`src/verilog/pse_pkg.sv`:
```
// Package: register map, field positions and reset values of the status and event flag block
// Contract
// - Bit7 boost fault-free, bit6 buck power-good
// - Charge state bits 5:4; bits 3:2 reserved
// - Power-cycled bit1, cleared after read
// - Bit0 follows mode pin, resets zero
// - Input register bit5 system-rail undervolt; 7:6 reserved
// - Input register bit4 input current limit
// - Input bits 3..0: DPM, recover, undervolt, overvolt
// - Battery bits 7..4: hot, warm, cool, cold
// - Battery bits 3..1: short, overcurrent, power-path
// - Battery bit0 undervolt lockout, resets zero
package pse_pkg;

  // Register bus widths
  localparam int unsigned ADDR_W = 16;
  localparam int unsigned DATA_W = 8;

  // Register offsets
  localparam logic [15:0] STATUS_SUMMARY_OFS   = 16'h0002;
  localparam logic [15:0] INPUT_SUPPLY_EVT_OFS = 16'h0003;
  localparam logic [15:0] BATTERY_EVT_OFS      = 16'h0004;

  // Status summary field positions
  localparam int unsigned BOOST_OK_BIT     = 7;
  localparam int unsigned BUCK_GOOD_BIT    = 6;
  localparam int unsigned CHARGE_STATE_LSB = 4;
  localparam int unsigned POWER_CYCLED_BIT = 1;
  localparam int unsigned MODE_PIN_BIT     = 0;

  // Input-supply event field positions
  localparam int unsigned SYS_RAIL_UV_BIT   = 5;
  localparam int unsigned INPUT_CUR_LIM_BIT = 4;
  localparam int unsigned INPUT_DYN_PWR_BIT = 3;
  localparam int unsigned INPUT_UV_RCV_BIT  = 2;
  localparam int unsigned INPUT_UV_BIT      = 1;
  localparam int unsigned INPUT_OV_BIT      = 0;

  // Battery event field positions
  localparam int unsigned BATT_HOT_BIT      = 7;
  localparam int unsigned BATT_WARM_BIT     = 6;
  localparam int unsigned BATT_COOL_BIT     = 5;
  localparam int unsigned BATT_COLD_BIT     = 4;
  localparam int unsigned BATT_SHORT_BIT    = 3;
  localparam int unsigned BATT_OVERCUR_BIT  = 2;
  localparam int unsigned BATT_PWR_PATH_BIT = 1;
  localparam int unsigned BATT_UV_BIT       = 0;

  // Charge state encodings
  localparam logic [1:0] CHARGE_READY       = 2'h0;
  localparam logic [1:0] CHARGE_IN_PROGRESS = 2'h1;
  localparam logic [1:0] CHARGE_DONE        = 2'h2;
  localparam logic [1:0] CHARGE_FAULT       = 2'h3;

  // Event register widths and usable-bit masks
  localparam int unsigned INPUT_EVT_W = 6;
  localparam int unsigned BATT_EVT_W  = 8;
  localparam logic [7:0]  INPUT_EVT_MASK = 8'h3f;
  localparam logic [7:0]  BATT_EVT_MASK  = 8'hff;

  // Reset values
  localparam logic [7:0] STATUS_SUMMARY_RST = 8'h00;
  localparam logic [7:0] EVENT_RST          = 8'h00;

endpackage

```
`src/verilog/pse_sticky_flags.sv`:
```
// Sticky event flags: set by a level, cleared by the host, set wins over clear
`timescale 1ns/10ps
`default_nettype none
module pse_sticky_flags #(
  parameter int unsigned WIDTH = 8
) (
  // Clock and reset
  input  wire logic             clk,
  input  wire logic             nrst,
  // Event sources and clear
  input  wire logic [WIDTH-1:0] set_in,
  input  wire logic [WIDTH-1:0] clr_in,
  // Latched flags
  output logic      [WIDTH-1:0] flags
);

  typedef struct packed {
    logic [WIDTH-1:0] flags;
  } pse_sticky_state_t;

  pse_sticky_state_t st_q;
  pse_sticky_state_t st_d;

  // Hold until cleared; a fresh event in the clearing cycle survives
  always_comb
  begin
    st_d       = st_q;
    st_d.flags = (st_q.flags & ~clr_in) | set_in;
  end

  always_ff @(posedge clk or negedge nrst)
  begin
    if (!nrst)
      st_q <= '0;
    else
      st_q <= st_d;
  end

  assign flags = st_q.flags;

endmodule
`default_nettype wire

```
`src/verilog/pse_status_event_flags.sv`:
```
// Status summary and event flag registers read and cleared by the host
`timescale 1ns/10ps
`default_nettype none
module pse_status_event_flags
  import pse_pkg::*;
(
  // Clock and reset
  input  wire logic                        clk,
  input  wire logic                        nrst,
  // Register access port (one access per strobe)
  input  wire logic [pse_pkg::ADDR_W-1:0]  reg_addr,
  input  wire logic                        reg_rd,
  input  wire logic                        reg_wr,
  input  wire logic [pse_pkg::DATA_W-1:0]  reg_wdata,
  output logic      [pse_pkg::DATA_W-1:0]  reg_rdata,
  output logic                             reg_rvalid,
  // Live status sources
  input  wire logic                        boost_ok,
  input  wire logic                        buck_good,
  input  wire logic [1:0]                  charge_state,
  input  wire logic                        mode_pin,
  input  wire logic                        power_cycle_event,
  // Input-supply and system-rail event sources
  input  wire logic                        sys_rail_undervolt_event,
  input  wire logic                        input_current_limit_event,
  input  wire logic                        input_dyn_power_event,
  input  wire logic                        input_undervolt_recover_event,
  input  wire logic                        input_undervolt_event,
  input  wire logic                        input_overvolt_event,
  // Battery event sources
  input  wire logic                        batt_hot_event,
  input  wire logic                        batt_warm_event,
  input  wire logic                        batt_cool_event,
  input  wire logic                        batt_cold_event,
  input  wire logic                        batt_short_event,
  input  wire logic                        batt_overcurrent_event,
  input  wire logic                        batt_power_path_event,
  input  wire logic                        batt_undervolt_event,
  // Flag register copies for on-chip use
  output logic [pse_pkg::DATA_W-1:0]       status_summary,
  output logic [pse_pkg::DATA_W-1:0]       input_supply_event_flags,
  output logic [pse_pkg::DATA_W-1:0]       battery_event_flags
);

  import pse_pkg::*;

  typedef struct packed {
    logic              boost_ok_flag;
    logic              buck_good_flag;
    logic [1:0]        charge_state_field;
    logic              mode_pin_level;
    logic [DATA_W-1:0] rdata;
    logic              rvalid;
  } pse_main_state_t;

  pse_main_state_t st_q;
  pse_main_state_t st_d;

  // Flag plumbing, register images and address hits
  logic [INPUT_EVT_W-1:0] input_set;
  logic [INPUT_EVT_W-1:0] input_clr;
  logic [INPUT_EVT_W-1:0] input_flags;
  logic [BATT_EVT_W-1:0]  batt_set;
  logic [BATT_EVT_W-1:0]  batt_clr;
  logic [BATT_EVT_W-1:0]  batt_flags;
  logic                   pwr_clr;
  logic                   pwr_flag;
  logic [DATA_W-1:0]      status_word;
  logic [DATA_W-1:0]      input_word;
  logic [DATA_W-1:0]      batt_word;
  logic [DATA_W-1:0]      rd_word;
  logic                   hit_status;
  logic                   hit_input;
  logic                   hit_batt;

  // Address decode
  assign hit_status = (reg_addr == STATUS_SUMMARY_OFS);
  assign hit_input  = (reg_addr == INPUT_SUPPLY_EVT_OFS);
  assign hit_batt   = (reg_addr == BATTERY_EVT_OFS);

  // Input-supply event sources at their register bit positions
  always_comb
  begin
    input_set                    = '0;
    input_set[SYS_RAIL_UV_BIT]   = sys_rail_undervolt_event;
    input_set[INPUT_CUR_LIM_BIT] = input_current_limit_event;
    input_set[INPUT_DYN_PWR_BIT] = input_dyn_power_event;
    input_set[INPUT_UV_RCV_BIT]  = input_undervolt_recover_event;
    input_set[INPUT_UV_BIT]      = input_undervolt_event;
    input_set[INPUT_OV_BIT]      = input_overvolt_event;
  end

  // Battery event sources at their register bit positions
  always_comb
  begin
    batt_set                     = '0;
    batt_set[BATT_HOT_BIT]       = batt_hot_event;
    batt_set[BATT_WARM_BIT]      = batt_warm_event;
    batt_set[BATT_COOL_BIT]      = batt_cool_event;
    batt_set[BATT_COLD_BIT]      = batt_cold_event;
    batt_set[BATT_SHORT_BIT]     = batt_short_event;
    batt_set[BATT_OVERCUR_BIT]   = batt_overcurrent_event;
    batt_set[BATT_PWR_PATH_BIT]  = batt_power_path_event;
    batt_set[BATT_UV_BIT]        = batt_undervolt_event;
  end

  // Write-one-to-clear; the summary and reserved bits have no flop to hit,
  // so a write there is dropped without side effects
  always_comb
  begin
    input_clr = '0;
    batt_clr  = '0;
    if (reg_wr)
    begin
      case (1'b1)
        hit_input: input_clr = reg_wdata[INPUT_EVT_W-1:0];
        hit_batt:  batt_clr  = reg_wdata[BATT_EVT_W-1:0];
        default:   input_clr = '0;
      endcase
    end
  end

  // Reading the summary clears the power-cycled bit after its value is taken
  // A fresh power cycle in the reading cycle wins, so it is never lost
  assign pwr_clr = reg_rd && hit_status;

  // Input-supply flags: six used bits only
  pse_sticky_flags #(
    .WIDTH (INPUT_EVT_W)
  ) u_input_flags (
    .clk    (clk),
    .nrst   (nrst),
    .set_in (input_set),
    .clr_in (input_clr),
    .flags  (input_flags)
  );

  // Battery flags: all eight bits used
  pse_sticky_flags #(
    .WIDTH (BATT_EVT_W)
  ) u_batt_flags (
    .clk    (clk),
    .nrst   (nrst),
    .set_in (batt_set),
    .clr_in (batt_clr),
    .flags  (batt_flags)
  );

  // Power-cycled flag, cleared by a summary read instead of a write
  pse_sticky_flags #(
    .WIDTH (1)
  ) u_pwr_cycled (
    .clk    (clk),
    .nrst   (nrst),
    .set_in (power_cycle_event),
    .clr_in (pwr_clr),
    .flags  (pwr_flag)
  );

  // Assemble the register images from flops only
  always_comb
  begin
    status_word                              = STATUS_SUMMARY_RST;
    status_word[BOOST_OK_BIT]                = st_q.boost_ok_flag;
    status_word[BUCK_GOOD_BIT]               = st_q.buck_good_flag;
    status_word[CHARGE_STATE_LSB+1 -: 2]     = st_q.charge_state_field;
    status_word[POWER_CYCLED_BIT]            = pwr_flag;
    status_word[MODE_PIN_BIT]                = st_q.mode_pin_level;
    status_word[CHARGE_STATE_LSB-1 -: 2]     = 2'h0;
  end

  // Event images; only flop bits reach the host, reserved bits stay zero
  always_comb
  begin
    input_word                               = EVENT_RST;
    input_word[INPUT_EVT_W-1:0]              = input_flags;
    input_word                               = input_word & INPUT_EVT_MASK;
    batt_word                                = batt_flags & BATT_EVT_MASK;
  end

  // Sample live status each cycle; answer reads one cycle later
  always_comb
  begin
    st_d                    = st_q;
    st_d.boost_ok_flag      = boost_ok;
    st_d.buck_good_flag     = buck_good;
    st_d.charge_state_field = charge_state;
    st_d.mode_pin_level     = mode_pin;
    st_d.rvalid             = reg_rd;
    if (reg_rd)
      st_d.rdata = rd_word; // Held between reads
  end

  // Read mux; unmapped offsets read zero rather than stale data
  always_comb
  begin
    case (1'b1)
      hit_status: rd_word = status_word;
      hit_input:  rd_word = input_word;
      hit_batt:   rd_word = batt_word;
      default:    rd_word = '0;
    endcase
  end

  // Single state register
  always_ff @(posedge clk or negedge nrst)
  begin
    if (!nrst)
      st_q <= '0;
    else
      st_q <= st_d;
  end

  // Read port from flops; images are flop bits and constant zeros
  assign reg_rdata                = st_q.rdata;
  assign reg_rvalid               = st_q.rvalid;
  assign status_summary           = status_word;
  assign input_supply_event_flags = input_word;
  assign battery_event_flags      = batt_word;

endmodule
`default_nettype wire

```
`config.mk`:
```
export PLATFORM = sky130hd
export DESIGN_NAME = pse_status_event_flags
export DESIGN_NICKNAME = d
export VERILOG_FILES = /design/src/verilog/pse_pkg.sv /design/src/verilog/pse_sticky_flags.sv /design/src/verilog/pse_status_event_flags.sv
export SDC_FILE = /design/constraint.sdc
export NUM_CORES = 1
export LEC_CHECK = 0
export BUFFER_PORTS_ARGS = -buffer_cell sky130_fd_sc_hd__buf_2
export CAP_MARGIN = 10
export CORE_MARGIN = 8
export CORE_UTILIZATION = 39
export CTS_CLUSTER_SIZE = 14
export DETAILED_ROUTE_END_ITERATION = 10
export PLACE_DENSITY = 0.84
export REMOVE_ABC_BUFFERS = 1
export SETUP_SLACK_MARGIN = 0.4
export SLEW_MARGIN = 5
export SYNTH_ARGS = -nofsm -noshare
export SYNTH_HDL_FRONTEND = slang
export SYNTH_HIERARCHICAL = 1
export SYNTH_SLANG_ARGS = --single-unit
```
`constraint.sdc`:
```
create_clock -name clk -period 0.8 [get_ports clk]
set_input_delay 0.04 -clock clk [delete_from_list [all_inputs] [get_ports clk]]
set_output_delay 0.04 -clock clk [all_outputs]
set_load 0.05 [all_outputs]
```
==> results.txt, run 1 <==
Ant. Diodes -> 0
routability cong. -> 0.793
Mapped Area -> 1420 sq um
ratio of cells with drive above 1 in the final layout -> 61.0%
Setup crit end -> input_supply_event_flags[0]
f_max -> 956 MHz
setup ws final -> -0.246 ns
I/O pins -> 81
Final Hold Vio Count -> 20
most common cell after layout, fill and taps aside -> buf_2
Synth-to-Final Area Change -> 83.9%
core area -> 3580 sq um
Arr. time, crit path -> 1.01 ns
design area -> 2610 sq um
vias in the first global route -> 1612
DP HPWL -> 3420 um
GRT Util Overall -> 16.8%
FF-to-FF setup slack -> -0.19 ns
TritonCTS clock tree -> built
syn avg cell area -> 10.2 sq um
area leader, netlist -> dfrtp_1
Worst Hold Class -> in2reg
reg2reg path depth -> 5
final clock period utilization by the worst path -> 131%
Worst-path clk slew -> 0.09 ns
# Max-Cap Violations -> 0
global route overflow -> 0
worst-path fanout max -> 2
Starting DRT DRC Count -> 23
CP required -> 0.76 ns
Starting Density -> 39.7%
final core occ -> 72.9%
FP Rows -> 22
RR Endpoint -> reg_rdata[1]
Die Span X -> 76.3 um
global route hottest layer -> met2
DRC errors left -> 0
Slew Limit Fails -> 0
RSZ-0062 raised after global routing -> yes
Via Count -> 1421
largest net degree at the start of global routing -> 16
clk_skew -> 0.00473 ns
Post-CTS Hold Buffers -> 1
most frequent cells in the layout -> buf_2, buf_6, dfrtp_1, buf_4, inv_1
LEAKAGE -> 0.00118 uW
cts bufs inserted -> 5
layout net count -> 301
Critical Path Source Type -> flip-flop
DP Worst Slack -> -0.648 ns
Via density -> 4.71
chip height -> 76.3 um
Syn. warnings -> 6
crit path kind -> reg2out
Sink Count -> 29
Hold Path Stages -> 1
Yosys cell types -> 27
flops & latches, synth -> 29
Port-buffer cells -> 76
worst hold slack -> -0.198 ns
first-pass GRT wire length -> 7740 um
Clock Tree Buf Depth -> 2
DRT antenna net count -> 0
met2 usage -> 29.6%
Root Buffer -> clkbuf_4
post-layout min period -> 1.05 ns
Critical Path Source -> u_input_flags/flags[0]
register area share after synthesis -> 51.1%
Detailed Route WL -> 4830 um
met1 usage -> 16.2%
Synth area leaders -> dfrtp_1, a21o_1, inv_1, nor2_1, nor4_4
reg2reg start -> u_pwr_cycled/flags
CTS H-tree depth -> 2
clk_lat worst skew -> 0.33 ns
pwr dens -> 1160 nW/um^2
die area -> 5820 sq um
initial antenna violation count -> 0
1st-pass router iterations -> 4
M3 GR Usage -> 8.49%
peak supply drop -> 0.933 mV
Worst setup EP type -> primary output
Final setup violation count -> 52
failing checks -> negative hold slack, negative setup slack
placed instance area -> 1950 sq um
WL per Instance -> 16.0 um
status -> finished with violations
Cells after Synth -> 139
Yosys top cell area share -> 51.1%
[power breakdown]
group / switching [uW] / internal [uW] / leakage, uW / total [uW]
Combinational: 299 / 220 / 0.000822 / 519
Sequential: 10.7 / 1480 / 0.000313 / 1490
Clock: 521 / 508 / 0.0000413 / 1030
[layer usage]
layer	wire, um	share of wire [%]
met1	1810	37
met5	0	0
met4	102	2.1
met3	418	8.7
met2	2500	52
[cell usage after synthesis (all sizes together)]
cell,instances
mux2i,4
and3,3
a21o,17
nor3,1
o22ai,8
and2,1
a21oi,4
nor2b,1
nand2,9
conb,1
nor2,17
nand4,2
nor4b,1
a32oi,2
nor3b,1
nand3,2
inv,24
nor4,4
or2b,1
clkbuf,1
dfrtp,29
buf,6
[state kept, by name (all words and copies together) (netlist names)]
register	flops
reg_rdata	8
u_batt_flags/flags	8
u_input_flags/flags	6
status_summary	5
reg_rvalid	1
u_pwr_cycled/flags	1
[worst max-delay path: stages (launching register included)]
cell and delay (ns):
dfrtp_1 0.40, buf_6 0.13, buf_12 0.14
[per-stage QoR]
step | TNS (ns) | instances | total power, uW
2_1_floorplan | -6.34 | 135 | 1690
3_3_place_gp | -10.59 | 276 | 1940
3_5_place_dp | -11.68 | 276 | 1950
4_1_cts | -7.70 | 300 | 3030
5_1_grt | -9.95 | 302 | 3140
6_report | -7.72 | 302 | 3040
[cells by family (layout without fill, tap and decap cells)]
family / Yosys count / after routing / synth area share [%]
AOI/OAI and AO/OA: 31 / 31 / 15.2
and+or+nand+nor: 43 / 43 / 20.5
buffers and inverters: 31 / 143 / 10.1
muxes: 4 / 4 / 2.82
other: 1 / 4 / 0.264
DFF: 29 / 29 / 51.1
[layout make-up]
class | instances | area (sq um)
inverter | 24 | 90.1
tap | 48 | 60.1
timing repair buffer | 111 | 950
clock buffer | 7 | 65.1
multi-input combinational | 82 | 713
sequential | 29 | 726
clock inverter | 1 | 5.00
fill | 266 | 970
[worst min path at each step]
stage                             end       startpoint  slack [ns]
finish              status_summary[5]  charge_state[1]       -0.20
global route        status_summary[7]         boost_ok       -0.21
CTS                 status_summary[5]  charge_state[1]       -0.20
detailed placement         reg_rvalid             nrst       0.009
global placement           reg_rvalid             nrst       0.007
floorplan                reg_rdata[0]             nrst       -0.26
[what timing repair did]
action | CTS | global route
buffers inserted | 15 | 2
gates resized for setup | 91 | 34
pin swaps | 37 | 8
endpoints found under the hold margin | 49 | 20
endpoints found under the setup margin | 52 | 76
Note: power is estimated with default switching activity, not from simulation.
==> run 2: changes to the inputs <==
Clock period 0.8 ns to 0.95 ns, I/O delays scaled along.
==> run 2 against run 1 <==
Compared with the run above:
- the run still ends with negative hold slack, negative setup slack left
- core utilization down 4.2 points
- clock skew about the same
- clock-buffer cell count unchanged
- worst hold slack worse by 0.083 ns
- final cell count down 2.0%
- global-route usage down 0.97 points
- wire length down 3.4%
- largest power group unchanged
- final area down 5.8%
- critical path type is now in2reg
- sequential share of layout area up 1.7 points
==> results.txt, run 2 (synthesis gave the netlist of run 1 again) <==
Ant. Diodes -> 0 (unchanged)
design area -> 2460 sq um (-5.8%)
most frequent cells in the layout -> buf_2, buf_6, dfrtp_1, inv_1, buf_4
failing checks -> negative hold slack, negative setup slack
Critical Path Most Common Cell -> nor4_4
global route overflow -> 0 (unchanged)
first-pass GRT wire length -> 7400 um (-4.4%)
CP max-delay cell -> nor4_4
Root Buffer -> clkbuf_4
GRT Util Overall -> 15.8% (-0.97 points)
fill count -> 282 (+6.0%)
Via Count -> 1407 (-0.99%)
Arr. time, crit path -> 1.19 ns (+0.18 ns)
setup ws final -> -0.0188 ns (+0.227 ns)
worst-path fanout max -> 3 (+1)
Critical Path Source Type -> input port
1st-pass router iterations -> 4 (unchanged)
Slew Limit Fails -> 0 (unchanged)
post-layout min period -> 0.969 ns
Starting Density -> 39.7% (unchanged)
I/O pins -> 81 (unchanged)
final clock period utilization by the worst path -> 102%
core area -> 3580 sq um (unchanged)
reg2reg path depth -> 3 (-2)
vias in the first global route -> 1549 (-3.9%)
pwr dens -> 987 nW/um^2 (-15%)
Final setup violation count -> 8 (-85%)
routability cong. -> 0.787 (-0.78%)
Die Span X -> 76.3 um (unchanged)
Worst Hold Class -> in2async
chip height -> 76.3 um (unchanged)
Clock Tree Buf Depth -> 2 (unchanged)
largest net degree at the start of global routing -> 30 (+14)
Port-buffer cells -> 76 (unchanged)
final core occ -> 68.7% (-4.2 points)
Detailed Route WL -> 4670 um (-3.4%)
clk_lat worst skew -> 0.32 ns (about the same)
DP Worst Slack -> -0.502 ns (+0.146 ns)
WL per Instance -> 15.8 um (-1.5%)
max incr delay on CP -> 0.34 ns (-0.06 ns)
reg2reg start -> u_input_flags/flags[2]
die area -> 5820 sq um (unchanged)
initial antenna violation count -> 0 (unchanged)
status -> finished with violations
DRT antenna net count -> 0 (unchanged)
CP required -> 1.17 ns (+0.41 ns)
RR Endpoint -> reg_rdata[2]
Worst setup EP type -> flip-flop
Via density -> 4.75 (+1.0%)
f_max -> 1030 MHz
placed insts -> 270 (-2.2%)
Crit path max-delay family -> simple AND/OR/NAND/NOR gates
FF-to-FF setup slack -> 0 ns (+0.19 ns)
FP Rows -> 22 (unchanged)
RSZ-0062 raised after global routing -> yes
Starting DRT DRC Count -> 44 (+91%)
Sink Count -> 29 (unchanged)
Post-CTS Hold Buffers -> 5 (+4)
Layout Cells excl Fill -> 296 (-2.0%)
CTS H-tree depth -> 2 (unchanged)
TritonCTS clock tree -> built
layout net count -> 296 (-1.7%)
placed instance area -> 1900 sq um (-2.3%)
DRC errors left -> 0 (unchanged)
LEAKAGE -> 0.00112 uW (-4.7%)
DP HPWL -> 3190 um (-6.8%)
crit path kind -> in2reg
cts bufs inserted -> 5 (unchanged)
ratio of cells with drive above 1 in the final layout -> 54.0% (-7.0 points)
Synth-to-Final Area Change -> 73.2%
CP Buf/Inv Count -> 3 (+1)
Worst-path clk slew -> 0.08 ns (about the same)
# Max-Cap Violations -> 0 (unchanged)
peak supply drop -> 0.937 mV (+0.45%)
most common cell after layout, fill and taps aside -> buf_2
Final Hold Vio Count -> 44 (+120%)
clk_skew -> 0.00466 ns (-0.0000673 ns)
worst hold slack -> -0.281 ns (-0.0831 ns)
critical path, cell by cell -> buf_6 > nor4_4 > buf_4 > nand2_4 > nor4_4 > inv_1 > a21o_1
-- run 2: cell count changes in the layout (fill, tap and decap cells not counted), sizes merged --
cell | before | now
buf | 110 | 101
clkinv | 1 | 0
dlygate4sd3 | 1 | 5
-- run 2: area by class of cell --
| type | instances | area [sq um] | share of cell area [%] |
|---|---|---|---|
| timing repair buffer | 106 | 845 | 34.4 |
| sequential | 29 | 726 | 29.5 |
| multi-input combinational | 82 | 682 | 27.7 |
| inverter | 24 | 90.1 | 3.67 |
| tap | 48 | 60.1 | 2.44 |
| clock buffer | 7 | 55.1 | 2.24 |
-- run 2: per-layer routing --
metal	GRT usage [%]	up-vias	share of wire (%)
met2	26.6	62	50
met5	0	-	0
met3	6.60	8	8.4
li1	-	670	-
met1	16.8	667	39
met4	7.12	0	1.8
-- run 2: worst max-delay path by stage --
stage / from / end / slack (ns) / depth (start not counted)
global placement: reg_addr[13] / u_input_flags/flags[0] / -0.43 / 7
floorplan: reg_addr[13] / u_input_flags/flags[0] / -0.19 / 6
detailed placement: reg_addr[13] / u_input_flags/flags[0] / -0.50 / 7
CTS: u_input_flags/flags[5] / input_supply_event_flags[5] / -0.02 / 1
global route: u_input_flags/flags[4] / reg_rdata[4] / -0.06 / 4
finish: reg_addr[14] / u_pwr_cycled/flags / -0.02 / 7
-- run 2: through the flow --
step                      TNS (ns)  power (uW)  hold WS (ns)
final                      -0.0551        2430        -0.281
after global routing         -1.36        2540        -0.269
after CTS                   -0.120        2450        -0.279
after detailed placement     -8.46        1630        0.0773
after global placement       -7.27        1630        0.0765
after floorplan              -3.00        1420        -0.248
-- run 2: what timing repair did --
action | in CTS | in global routing
buffers inserted | 11 | 3
hold endpoints to repair | 49 | 44
pin swaps | 37 | 9
endpoints found under the setup margin | 52 | 52
resized for setup | 78 | 18
-- run 2: worst reg2reg max path, cell delays in order (launching register included) --
cell     delay (ns)
dfrtp_1        0.42
buf_4          0.15
a32oi_1        0.19
o22ai_1        0.08
-- run 2: report_power, final --
| group | leakage [uW] | total, uW | switching [uW] | internal (uW) |
|---|---|---|---|---|
| Clock | 0.0000314 | 740 | 392 | 349 |
| Combinational | 0.000777 | 431 | 249 | 182 |
| Sequential | 0.000313 | 1260 | 8.84 | 1250 |
| Total | 0.00112 | 2430 | 649 | 1780 |
==> run 3: changes to the inputs <==
Settings changed: CORE_UTILIZATION 39 to 24, PLACE_DENSITY 0.84 to 0.6.
==> run 3 against run 2 <==
Compared with the run above:
- the flow still finishes with violations (negative hold slack, negative setup slack)
- first-iteration DRC count is 32% lower
- sequential power is essentially flat
- largest cell class unchanged
- register-to-register slack barely moved
- worst hold slack better by 0.052 ns
- critical path type unchanged
- global-route usage down 4.4 points
- core utilization down 25 points
- critical endpoint is now u_batt_flags/flags[4]
- clock-buffer cell count decreased by 2
- total power up 20%
- non-clock buffer count grew 4
- clock skew about the same
- highest routed layer unchanged
- setup slack got worse by 0.053 ns
==> results.txt, run 3 (synthesis gave the netlist of run 1 again) <==
status -> finished with violations
failing checks -> negative hold slack, negative setup slack
global route overflow -> 0 (unchanged)
Starting DRT DRC Count -> 30 (-32%)
Root Buffer -> clkbuf_8
Ant. Diodes -> 0 (unchanged)
Synth-to-Final Area Change -> 79.0%
Final Hold Vio Count -> 44 (unchanged)
Die Span X -> 92.9 um (+22%)
RR Endpoint -> reg_rdata[1]
Worst Hold Class -> in2async
largest net degree at the start of global routing -> 30 (unchanged)
reg2reg path depth -> 4 (+1)
core area -> 5820 sq um (+63%)
Comb power frac -> 14.6% (-3.2 points)
WL per Instance -> 15.2 um (-3.6%)
design area -> 2540 sq um (+3.4%)
routability cong. -> 0.785 (-0.24%)
Worst-path clk slew -> 0.06 ns (-0.02 ns)
cts bufs inserted -> 5 (unchanged)
global route hottest layer -> met2
Sw Pwr -> 721 uW (+11%)
initial antenna violation count -> 0 (unchanged)
Via density -> 4.24 (-11%)
Starting Density -> 24.4% (-15 points)
Clock Tree Buf Depth -> 2 (unchanged)
FP Rows -> 28 (+27%)
met2 usage -> 18.1% (-8.5 points)
Detailed Route WL -> 4970 um (+6.5%)
DP Worst Slack -> -0.515 ns (-0.0121 ns)
most frequent cells in the layout -> buf_2, buf_6, dfrtp_1, buf_4, inv_1
Port-buffer cells -> 76 (unchanged)
Critical Path Source Type -> input port
1st-pass router iterations -> 4 (unchanged)
CP required -> 1.12 ns (-0.05 ns)
setup ws final -> -0.0716 ns (-0.0527 ns)
Sink Count -> 29 (unchanged)
crit path kind -> in2reg
DRT antenna net count -> 0 (unchanged)
Clock Power Share -> 42.2% (+12 points)
first-pass GRT wire length -> 7670 um (+3.5%)
worst hold slack -> -0.230 ns (+0.0516 ns)
FF-to-FF setup slack -> 0 ns (unchanged)
final clock period utilization by the worst path -> 108% (+5.6 points)
Via Count -> 1386 (-1.5%)
die area -> 8630 sq um (+48%)
DP HPWL -> 3700 um (+16%)
Final setup violation count -> 21 (+13)
Seq pwr share -> 43.2% (-8.5 points)
Post-CTS Hold Buffers -> 5 (unchanged)
# Max-Cap Violations -> 0 (unchanged)
Pint -> 2190 uW (+23%)
Switching Share -> 24.8% (-2.0 points)
DRC errors left -> 0 (unchanged)
ratio of cells with drive above 1 in the final layout -> 55.6% (+1.5 points)
layout net count -> 300 (+1.4%)
final core occ -> 43.7% (-25 points)
clk_skew -> 0.00488 ns (+0.000218 ns)
most common cell after layout, fill and taps aside -> buf_2
vias in the first global route -> 1535 (-0.90%)
M3 GR Usage -> 4.45% (-2.2 points)
I/O pins -> 81 (unchanged)
CTS H-tree depth -> 2 (unchanged)
Worst setup EP type -> flip-flop
RSZ-0062 raised after global routing -> yes
reg2reg start -> u_input_flags/flags[1]
TritonCTS clock tree -> built
Arr. time, crit path -> 1.19 ns (about the same)
LEAKAGE -> 0.00115 uW (+2.5%)
post-layout min period -> 1.02 ns (+0.0527 ns)
pwr dens -> 1150 nW/um^2 (+16%)
clk_lat worst skew -> 0.28 ns (-0.04 ns)
peak supply drop -> 0.920 mV (-1.8%)
met1 usage -> 13.9% (-2.9 points)
placed instance area -> 1950 sq um (+2.6%)
chip height -> 92.9 um (+22%)
GRT Util Overall -> 11.5% (-4.4 points)
worst-path fanout max -> 6 (+3)
f_max -> 979 MHz (-5.2%)
Slew Limit Fails -> 0 (unchanged)
run 3: cell count changes in the layout (fill, tap and decap cells not counted), sizes merged:
cell	previous run	this run
buf	101	105
bufinv	0	1
clkbuf	7	5
clkinv	0	1
run 3: power by group through the flow:
stage | logic, uW | registers [uW] | clock network, uW
after global routing | 463 | 1260 | 1300
after detailed placement | 358 | 1280 | 0
after floorplan | 95.0 | 1320 | 0
after global placement | 356 | 1280 | 0
final | 427 | 1260 | 1230
after CTS | 414 | 1260 | 1280
run 3: metal layers:
metal / vias up / routed length [um]
li1: 677 / -
met1: 650 / 2140
met2: 55 / 2420
met3: 4 / 379
met4: 0 / 35
met5: - / 0
run 3: through the flow:
stage	total power (uW)	setup TNS, ns	instances	hold slack, ns
6_report	2910	-0.870	327	-0.230
5_1_grt	3020	-2.31	327	-0.195
4_1_cts	2950	-0.541	323	-0.223
3_5_place_dp	1640	-8.99	299	0.0873
3_3_place_gp	1630	-8.16	299	0.0833
2_1_floorplan	1420	-3.00	135	-0.248
run 3: worst max path at each step:
stage                                 from                          end  slack (ns)  cells after the start
floorplan                     reg_addr[13]       u_input_flags/flags[0]       -0.19                      6
global placement              reg_addr[13]       u_input_flags/flags[1]       -0.46                      7
detailed placement             reg_addr[9]       u_input_flags/flags[2]       -0.51                      7
CTS                 u_input_flags/flags[5]  input_supply_event_flags[5]       -0.04                      2
global route                  reg_addr[12]        u_batt_flags/flags[2]       -0.16                      7
finish                         reg_addr[8]        u_batt_flags/flags[4]       -0.07                      7
run 3: repair_timing:
| item | 4_1_cts | 5_1_grt |
|---|---|---|
| cloned | 0 | 0 |
| pin swaps | 40 | 9 |
| setup buffers | 12 | 4 |
| setup endpoints to repair | 52 | 52 |
| endpoints found under the hold margin | 49 | 44 |
| gates resized for setup | 73 | 17 |
run 3: critical path: stages:
cell	delay, ns
buf_6	0.10
nor4_4	0.37
nand4_2	0.19
buf_6	0.20
nor2_1	0.10
inv_1	0.04
a21o_1	0.14
run 3: layout make-up:
cell class                      instances  area (sq um)
Timing Repair Buffer                  110           870
Tap cell                               75          93.8
Clock buffer                            5          68.8
Fill cell                             585          3280
Sequential cell                        29           726
Inverter                               24          90.1
Multi-Input combinational cell         82           657
Clock inverter                          2          35.0
